===== config.mk =====
export PLATFORM = sky130hd
export DESIGN_NAME = boot_strap_mode_decoder
export DESIGN_NICKNAME = d
export VERILOG_FILES = /design/src/pkg/boot_strap_pkg.sv /design/src/hdl/boot_strap_mode_decoder.sv /design/src/hdl/strap_capture.sv
export SDC_FILE = /design/constraint.sdc
export NUM_CORES = 1
export LEC_CHECK = 0
export ABC_AREA = 1
export BUFFER_PORTS_ARGS = -buffer_cell sky130_fd_sc_hd__buf_2
export CAP_MARGIN = 40
export CORE_ASPECT_RATIO = 1.75
export CORE_UTILIZATION = 53
export CTS_CLUSTER_SIZE = 25
export DETAILED_ROUTE_END_ITERATION = 6
export PLACE_DENSITY_LB_ADDON = 0.2
export SLEW_MARGIN = 40
export SYNTH_ARGS = -nofsm -noshare
export SYNTH_HDL_FRONTEND = slang
export SYNTH_SLANG_ARGS = --single-unit

===== constraint.sdc =====
create_clock -name sys_clk -period 12.2 [get_ports sys_clk]
set_input_delay 0.61 -clock sys_clk [delete_from_list [all_inputs] [get_ports sys_clk]]
set_output_delay 0.61 -clock sys_clk [all_outputs]
set_load 0.03 [all_outputs]

===== src/pkg/boot_strap_pkg.sv =====
/*
  Constants, types and encodings for the boot strap mode decoder.
  Assumes one clock domain (sys_clk, 40 MHz) and straps that are static around reset release.
*/
package boot_strap_pkg;
  // ------------------------------------------------------------
  // boot mode field
  // ------------------------------------------------------------
  localparam logic [1:0] mode_fuse = 2'h0;
  localparam logic [1:0] mode_downloader = 2'h1;
  localparam logic [1:0] mode_internal = 2'h2;
  localparam logic [1:0] mode_reserved = 2'h3;

  // ------------------------------------------------------------
  // strap layout
  // ------------------------------------------------------------
  localparam int strap_width = 32;
  localparam int group_width = 8;
  localparam int group_one_lsb = 0;
  localparam int group_two_lsb = 8;
  localparam int group_three_lsb = 16;
  localparam int group_four_lsb = 24;
  localparam int icache_off_bit = 7;
  localparam int mmu_off_bit = 6;
  localparam int clock_set_bit = 2;
  localparam int device_sel_msb = 7;
  localparam int device_sel_lsb = 3;

  // ------------------------------------------------------------
  // on-module default values
  // ------------------------------------------------------------
  localparam logic [1:0] default_mode = 2'h2;
  localparam logic [7:0] default_group_one = 8'h33;
  localparam logic [7:0] default_group_two = 8'hdd;
  localparam logic [7:0] default_group_three = 8'hc8;
  localparam logic [7:0] default_group_four = 8'h4c;

  // ------------------------------------------------------------
  // clock sets in MHz
  // ------------------------------------------------------------
  localparam logic [9:0] fast_core_mhz = 10'd792;
  localparam logic [9:0] fast_mem_mhz = 10'd532;
  localparam logic [9:0] fast_bus_mhz = 10'd264;
  localparam logic [9:0] slow_core_mhz = 10'd396;
  localparam logic [9:0] slow_mem_mhz = 10'd352;
  localparam logic [9:0] slow_bus_mhz = 10'd176;

  // ------------------------------------------------------------
  // boot device codes and sequence states
  // ------------------------------------------------------------
  typedef enum logic [2:0] {
    dev_parallel_nor, dev_parallel_nand, dev_serial_ata, dev_serial_rom,
    dev_sd, dev_mmc, dev_nand_flash
  } boot_device_type;

  typedef enum logic [1:0] {
    flow_fuse, flow_downloader, flow_internal, flow_reserved
  } boot_flow_type;

  typedef enum {
    st_reset, st_capture, st_init, st_load, st_branch, st_downloader, st_fuse, st_halt
  } boot_state_type;
endpackage


===== src/hdl/boot_strap_mode_decoder.sv =====
/*
  Boot strap mode decoder: captures boot mode and 32 configuration straps at
  power-on reset release, decodes boot options and walks a simple boot flow.
  Assumes one 40 MHz clock, inputs synchronous to it, and that the boot loader
  outside reports load completion and errors through plain status inputs.
*/
module boot_strap_mode_decoder (
  input wire logic sys_clk,
  input wire logic rst,
  input wire logic power_on_reset_n,
  input wire logic [1:0] boot_mode_pins,
  input wire logic [31:0] shared_addr_data_line,
  input wire logic init_done,
  input wire logic image_loaded,
  input wire logic [31:0] image_entry,
  input wire logic boot_error,
  output logic straps_valid,
  output logic [1:0] boot_mode,
  output logic [7:0] strap_group_one,
  output logic [7:0] strap_group_two,
  output logic [7:0] strap_group_three,
  output logic [7:0] strap_group_four,
  output logic [1:0] boot_flow,
  output logic [2:0] boot_device,
  output logic icache_enable,
  output logic mmu_caches_enable,
  output logic [9:0] core_mhz,
  output logic [9:0] mem_mhz,
  output logic [9:0] bus_mhz,
  output logic serial_nor_default,
  output logic load_request,
  output logic branch_valid,
  output logic [31:0] branch_addr,
  output logic downloader_active
);
  // ------------------------------------------------------------
  // reset release detection and strap capture
  // ------------------------------------------------------------
  logic por_seen_reg;
  logic por_seen_next;
  logic capture_pulse;
  logic [33:0] held;
  logic [31:0] straps;
  logic [1:0] mode_cap;

  always_comb begin
    por_seen_next = power_on_reset_n;
  end

  always_ff @(posedge sys_clk or posedge rst) begin
    if (rst) begin
      por_seen_reg <= 1'b0;
    end else begin
      por_seen_reg <= por_seen_next;
    end
  end

  // rising edge of the power-on reset marks the single capture point
  assign capture_pulse = power_on_reset_n & ~por_seen_reg;

  strap_capture #(
    .width(34)
  ) u_capture (
    .sys_clk(sys_clk),
    .rst(rst),
    .capture(capture_pulse),
    .pins({boot_mode_pins, shared_addr_data_line}),
    .held(held)
  );

  assign straps = held[31:0];
  assign mode_cap = held[33:32];

  // ------------------------------------------------------------
  // boot flow state machine
  // ------------------------------------------------------------
  boot_strap_pkg::boot_state_type state_reg;
  boot_strap_pkg::boot_state_type state_next;
  logic [31:0] entry_reg;
  logic [31:0] entry_next;

  always_comb begin
    state_next = state_reg;
    entry_next = entry_reg;
    if (!power_on_reset_n) begin
      state_next = boot_strap_pkg::st_reset;
    end else begin
      case (state_reg)
        boot_strap_pkg::st_reset: begin
          if (capture_pulse) begin
            state_next = boot_strap_pkg::st_capture;
          end
        end
        boot_strap_pkg::st_capture: begin
          case (mode_cap)
            boot_strap_pkg::mode_fuse: state_next = boot_strap_pkg::st_fuse;
            boot_strap_pkg::mode_downloader: state_next = boot_strap_pkg::st_downloader;
            boot_strap_pkg::mode_internal: state_next = boot_strap_pkg::st_init;
            default: state_next = boot_strap_pkg::st_halt;
          endcase
        end
        boot_strap_pkg::st_init: begin
          if (boot_error) begin
            state_next = boot_strap_pkg::st_downloader;
          end else if (init_done) begin
            state_next = boot_strap_pkg::st_load;
          end
        end
        boot_strap_pkg::st_load: begin
          if (boot_error) begin
            state_next = boot_strap_pkg::st_downloader;
          end else if (image_loaded) begin
            entry_next = image_entry;
            state_next = boot_strap_pkg::st_branch;
          end
        end
        boot_strap_pkg::st_branch: state_next = boot_strap_pkg::st_branch;
        boot_strap_pkg::st_downloader: state_next = boot_strap_pkg::st_downloader;
        boot_strap_pkg::st_fuse: state_next = boot_strap_pkg::st_fuse;
        boot_strap_pkg::st_halt: state_next = boot_strap_pkg::st_halt;
        default: state_next = boot_strap_pkg::st_reset;
      endcase
    end
  end

  always_ff @(posedge sys_clk or posedge rst) begin
    if (rst) begin
      state_reg <= boot_strap_pkg::st_reset;
      entry_reg <= 32'h0000_0000;
    end else begin
      state_reg <= state_next;
      entry_reg <= entry_next;
    end
  end

  // ------------------------------------------------------------
  // strap decode
  // ------------------------------------------------------------
  logic [7:0] g1;
  logic [7:0] g3;
  logic [4:0] dev_sel;
  boot_strap_pkg::boot_device_type dev_dec;
  logic [1:0] flow_dec;
  logic fast_clk;

  assign g1 = straps[boot_strap_pkg::group_one_lsb +: boot_strap_pkg::group_width];
  assign g3 = straps[boot_strap_pkg::group_three_lsb +: boot_strap_pkg::group_width];
  assign dev_sel = g1[boot_strap_pkg::device_sel_msb:boot_strap_pkg::device_sel_lsb];
  assign fast_clk = ~g3[boot_strap_pkg::clock_set_bit];

  always_comb begin
    if (dev_sel[4]) begin
      dev_dec = boot_strap_pkg::dev_nand_flash;
    end else if (dev_sel[3:2] == 2'h3) begin
      dev_dec = boot_strap_pkg::dev_mmc;
    end else if (dev_sel[3:2] == 2'h2) begin
      dev_dec = boot_strap_pkg::dev_sd;
    end else if (dev_sel[3:1] == 3'h3) begin
      dev_dec = boot_strap_pkg::dev_serial_rom;
    end else if (dev_sel[3:1] == 3'h2) begin
      dev_dec = boot_strap_pkg::dev_serial_ata;
    end else if (dev_sel[0]) begin
      dev_dec = boot_strap_pkg::dev_parallel_nand;
    end else begin
      dev_dec = boot_strap_pkg::dev_parallel_nor;
    end
  end

  always_comb begin
    case (mode_cap)
      boot_strap_pkg::mode_fuse: flow_dec = boot_strap_pkg::flow_fuse;
      boot_strap_pkg::mode_downloader: flow_dec = boot_strap_pkg::flow_downloader;
      boot_strap_pkg::mode_internal: flow_dec = boot_strap_pkg::flow_internal;
      default: flow_dec = boot_strap_pkg::flow_reserved;
    endcase
  end

  // ------------------------------------------------------------
  // output registers
  // ------------------------------------------------------------
  logic valid_reg;
  logic default_match;

  // the on-module defaults select serial nor on port five, cs0, 3-byte address
  assign default_match = (mode_cap == boot_strap_pkg::default_mode)
    && (straps == {boot_strap_pkg::default_group_four, boot_strap_pkg::default_group_three,
                   boot_strap_pkg::default_group_two, boot_strap_pkg::default_group_one});

  always_ff @(posedge sys_clk or posedge rst) begin
    if (rst) begin
      valid_reg <= 1'b0;
      straps_valid <= 1'b0;
      boot_mode <= 2'h0;
      strap_group_one <= 8'h00;
      strap_group_two <= 8'h00;
      strap_group_three <= 8'h00;
      strap_group_four <= 8'h00;
      boot_flow <= 2'h0;
      boot_device <= 3'h0;
      icache_enable <= 1'b0;
      mmu_caches_enable <= 1'b0;
      core_mhz <= 10'h000;
      mem_mhz <= 10'h000;
      bus_mhz <= 10'h000;
      serial_nor_default <= 1'b0;
      load_request <= 1'b0;
      branch_valid <= 1'b0;
      branch_addr <= 32'h0000_0000;
      downloader_active <= 1'b0;
    end else begin
      valid_reg <= power_on_reset_n & (valid_reg | capture_pulse);
      straps_valid <= valid_reg;
      boot_mode <= mode_cap;
      strap_group_one <= g1;
      strap_group_two <= straps[boot_strap_pkg::group_two_lsb +: boot_strap_pkg::group_width];
      strap_group_three <= g3;
      strap_group_four <= straps[boot_strap_pkg::group_four_lsb +: boot_strap_pkg::group_width];
      boot_flow <= flow_dec;
      boot_device <= dev_dec;
      icache_enable <= ~g3[boot_strap_pkg::icache_off_bit];
      mmu_caches_enable <= ~g3[boot_strap_pkg::mmu_off_bit];
      core_mhz <= fast_clk ? boot_strap_pkg::fast_core_mhz : boot_strap_pkg::slow_core_mhz;
      mem_mhz <= fast_clk ? boot_strap_pkg::fast_mem_mhz : boot_strap_pkg::slow_mem_mhz;
      bus_mhz <= fast_clk ? boot_strap_pkg::fast_bus_mhz : boot_strap_pkg::slow_bus_mhz;
      serial_nor_default <= default_match;
      load_request <= (state_reg == boot_strap_pkg::st_load);
      branch_valid <= (state_reg == boot_strap_pkg::st_branch);
      branch_addr <= entry_reg;
      downloader_active <= (state_reg == boot_strap_pkg::st_downloader);
    end
  end
endmodule


===== src/hdl/strap_capture.sv =====
/*
  Strap capture register: samples the shared address/data lines and boot mode pins
  on the first clock after power-on reset release, then holds them.
  Assumes power_on_reset_n is synchronous to sys_clk.
*/
module strap_capture #(
  parameter int width = 34
) (
  input wire logic sys_clk,
  input wire logic rst,
  input wire logic capture,
  input wire logic [width-1:0] pins,
  output logic [width-1:0] held
);
  logic [width-1:0] held_reg;
  logic [width-1:0] held_next;

  always_comb begin
    held_next = held_reg;
    if (capture) begin
      held_next = pins;
    end
  end

  // reset value is a constant; the pin value is only taken on the clock
  always_ff @(posedge sys_clk or posedge rst) begin
    if (rst) begin
      held_reg <= '0;
    end else begin
      held_reg <= held_next;
    end
  end

  assign held = held_reg;
endmodule


Word level (Yosys, flattened, before mapping)
Index checks and enable logic that the tools add are counted.
W data, S select, Z words.
{"block": "totals", "latch_bits": 0, "memories": 0, "mem_bits_ro": 0, "ff_bits": 207, "mem_bits_rw": 0, "out_inout_bits": 108}
{"block": "op_classes", "eq_ne": 20, "shift": 0, "reduce_logical": 5, "div": 0, "magnitude_cmp": 0, "multipliers": 0, "muxes": 18, "bitwise_logic": 7, "addsub": 0}
{"cell": "$pmux W32 S8", "n": 1}
{"cell": "$mux W32", "n": 6}
{"cell": "$eq A32 B3 Y1 const B", "n": 5}
{"cell": "$eq A32 B2 Y1 const B", "n": 2}
{"cell": "$eq A32 B4 Y1 const B", "n": 2}
{"cell": "$eq A32 B1 Y1 const B", "n": 1}
{"cell": "$eq A32 B31 Y1 const B", "n": 1}
{"cell": "$logic_not A32 Y1", "n": 1}
{"cell": "$mux W10", "n": 2}
{"cell": "$mux W3", "n": 3}
{"cell": "$mux W9", "n": 1}
{"cell": "$pmux W3 S3", "n": 1}
{"cell": "$ne A4 B4 Y1 const B", "n": 2}
{"cell": "$eq A2 B2 Y1 const B", "n": 3}
{"cell": "$eq A3 B2 Y1 const B", "n": 2}
{"cell": "$pmux W2 S3", "n": 1}
{"cell": "$mux W2", "n": 2}
{"cell": "$not A1 Y1", "n": 4}
{"cell": "$reduce_and A4 Y1", "n": 1}
{"cell": "$ne A3 B3 Y1 const B", "n": 1}
{"cell": "$reduce_and A3 Y1", "n": 1}
{"cell": "$and A1 B1 Y1", "n": 2}
{"cell": "$eq A2 B1 Y1 const B", "n": 1}
{"cell": "$logic_not A2 Y1", "n": 1}
{"cell": "3 further kinds", "n": 3}

Logic depth before layout (Yosys ltp)
{"block": "depth", "word_depth": 6, "mapped_depth": 9, "depth_no_buf": 8}

Cells and area by module
Synthesis repeated with hierarchy kept, for this count alone.
{"block": "unflattened", "hier_cells": 485, "area_unflattened_um2": 5504.0}
{"module": "boot_strap_mode_decoder", "seq_area_each_um2": 2927.8, "instances": 1, "cells_each": 340, "area_each_um2": 4155.2}
{"module": "strap_capture", "seq_area_each_um2": 850.8, "instances": 1, "cells_each": 145, "area_each_um2": 1348.8}

Worst setup path after synthesis
Ideal clock, no wire load.
{"block": "synth_path", "path_type": "input -> register", "from": "input port power_on_reset_n", "to": "register u_capture.held_reg[0] (netlist: u_capture.held[0])", "cell_stages": 5, "t_arrival_ns": 1.413, "n_path_buf": 2, "setup_time_ns": 0.125, "slack_ns": 10.662, "path_cell_list": "inv_2 -> or2_1 -> buf_6 -> buf_6 -> mux2_4"}
{"block": "synth_between", "elab_chain_cells": 1}
{"element": "from (decl)", "line_no": "boot_strap_mode_decoder.sv:10", "text": "input wire logic power_on_reset_n,"}
{"element": "$and A1 B1 Y1", "line_no": "boot_strap_mode_decoder.sv:59", "text": "assign capture_pulse = power_on_reset_n & ~por_seen_reg;"}
{"element": "to (signal assigned)", "line_no": "strap_capture.sv:30", "text": "held_reg <= held_next;"}
{"element": "to (decl)", "line_no": "strap_capture.sv:15", "text": "logic [width-1:0] held_reg;"}
No other way between the ends.
A chain may end at the register's enable or synchronous reset.

==> results.tsv <==
metric	value	unit
status	finished, final reports clean	
start_util	54.9	%
ctsResizeCount	0	
skew	0.00650	ns
cp.arrival	1.06	ns
numCtsBuffers	17	
ir_drop	133	uV
cp_max_fo	9	
antenna_found_initial	2	
row_count	47	
synthFlopType	dfrtp_1	
cts_tree	done	
cts_root_buffer	clkbuf_16	
grt_usage	20.4	%
grt-ovfl-total	0	
place_congestion	0.784	
crit_family	flip-flops	
sw_frac_of_total	31.4	%
clk_path_buf_depth	2	
async_flop_share	100	%
slew_headroom	55.9	%
crit_buf_inv	1	
clock_sinks	151	
drive_gt1_share	37.4	%
largest_reg_flops	34	
postRouteAntennaNets	0	
fin_crit	1.67	ns
power_frac_comb	21.9	%
firstDrtPassIters	6	
syn_area	5230	um2
rsz0062_at_grt	no	
pin_count	180	
crit_type	flip-flop to output port	
power.density	236	nW/um2
ctsHoldBuffers	0	
io_buffers	166	
cp_slowest_stage_delay	0.43	ns
critPathCaptureType	output port	
grt_pass1_wl	15.8	mm
wl_per_cell	13.2	um
drt_iter0_markers	179	
finalHoldViolations	0	
worstSkewPairLatency	0.41	ns
yosysSeqAreaShare	72.3	%
synth.distinct_cells	21	
die_w	77.1	um
dp_hpwl	6.48	mm
hp-class	input port to async pin	
cts_setup_buffers	0	
cp_slowest_cell	dfrtp_1	
cp_data_required_time	11.59	ns
intPower	1070	uW
dp.cells	686	
nets	655	
finalSetupTns	0	ns
synth_edf_count	0	
final_util	69.3	%
p_sw	488	uW
syn_area_per_cell	12.2	um2
finalSetupViolCount	0	
drv_cap	0	
worst_pin_slew	0.661	ns
htree_num_levels	4	
synth_cells	427	
synth_seq_cells	151	
vias	3345	
startpoint_type	flip-flop	
total_power	1560	uW
clk_pin_slew	0.06	ns
fin_cells	719	
design_area	6610	um2
pwr-share-clk	33.9	%
maxSlewViolCount	0	
grt_max_degree	92	
die_area	10300	um2
die_height	133	um
leakagePower	0.00359	uW
core_area	9530	um2
fin_crit_sh	13.7	%
area_growth	26.4	%
fmax	598	MHz
totalWireLength	9.50	mm
ys_warn_count	0	
first_global_vias	3397	
drc	0	
avgViaCountPerCell	4.65	
path_cells	buf_2	
place_area	5990	um2
seqPwrFrac	44.1	%
==> worst paths after layout <==
check	startpoint	end	slack, ns	depth (start not counted)
min in group sys_clk	entry_reg[8]	branch_addr[8]	0.37	0
min reg2reg	entry_reg[8]	branch_addr[8]	0.37	0
max	strap_group_three[2]	core_mhz[7]	10.53	1
max reg2reg	state_reg[1]	entry_reg[9]	10.64	6
max in group asynchronous	rst	strap_group_four[3]	10.85	3
min	rst	entry_reg[2]	0.25	2
==> metrics by stage <==
stage	setup slack (ns)	hold slack (ns)
2_1_floorplan	7.53	0.354
3_3_place_gp	10.00	0.358
3_5_place_dp	10.30	0.358
4_1_cts	10.50	0.267
5_1_grt	10.41	0.304
6_report	10.53	0.249
==> placed cells by master (no fill, tap or decap), types with 3 or more instances in the layout <==
master	netlist	routed
buf_2	3	166
dfrtp_1	151	151
inv_1	53	52
nand2_1	49	49
o21ai_0	34	34
nor2_1	30	30
mux2_2	18	18
clkbuf_16	0	17
a21oi_1	15	15
conb_1	2	14
nand3_1	12	12
nor3_1	7	7
nand4_1	5	5
clkbuf_8	0	5
clkinv_2	0	4
mux2_4	3	3
bufinv_16	0	3
clkbuf_1	9	3
==> power groups by stage <==
stage                     sequential (uW)  combinational [uW]  clock [uW]
after floorplan                       811                 125           0
after global placement                690                 335           0
after detailed placement              695                 343           0
after CTS                             688                 344         536
after global routing                  702                 368         558
final                                 687                 341         528
==> synth_stat cells (5+ instances only) <==
library cell | number | share of area (%)
nor3_1 | 7 | 0.67
dfrtp_1 | 151 | 72
mux2_2 | 18 | 3.9
nor2_1 | 30 | 2.2
clkbuf_1 | 9 | 0.65
buf_4 | 28 | 4.0
nand2_1 | 49 | 3.5
inv_1 | 53 | 3.8
a21oi_1 | 15 | 1.4
nand3_1 | 12 | 1.1
nand4_1 | 5 | 0.60
o21ai_0 | 34 | 3.3
==> logic make-up after synthesis <==
group / after synthesis / synth area share, %
multiplexers: 21 / 4.74
AND/OR/NAND/NOR: 106 / 8.57
other: 2 / 0.144
buffers and inverters: 97 / 9.48
AO/OA/AOI/OAI: 50 / 4.79
flip-flops: 151 / 72.3
==> metal layers <==
| layer | GRT usage, % | up-vias | share of wire [%] |
|---|---|---|---|
| met4 | 10.7 | 2 | 2.8 |
| met1 | 22.8 | 1575 | 38 |
| li1 | - | 1607 | - |
| met5 | 0 | - | 0.095 |
| met2 | 34.3 | 139 | 52 |
| met3 | 6.78 | 22 | 7.1 |
==> layout make-up <==
class                           count  area (um2)
Sequential cell                   151        3780
Fill cell                         723        2920
Multi-Input combinational cell    191        1000
Timing Repair Buffer              168         852
Clock buffer                       24         492
Inverter                           54         208
Tap cell                          122         153
Clock inverter                      8         119
Antenna cell                        1        2.50
Power figures use the tool's default switching activity.
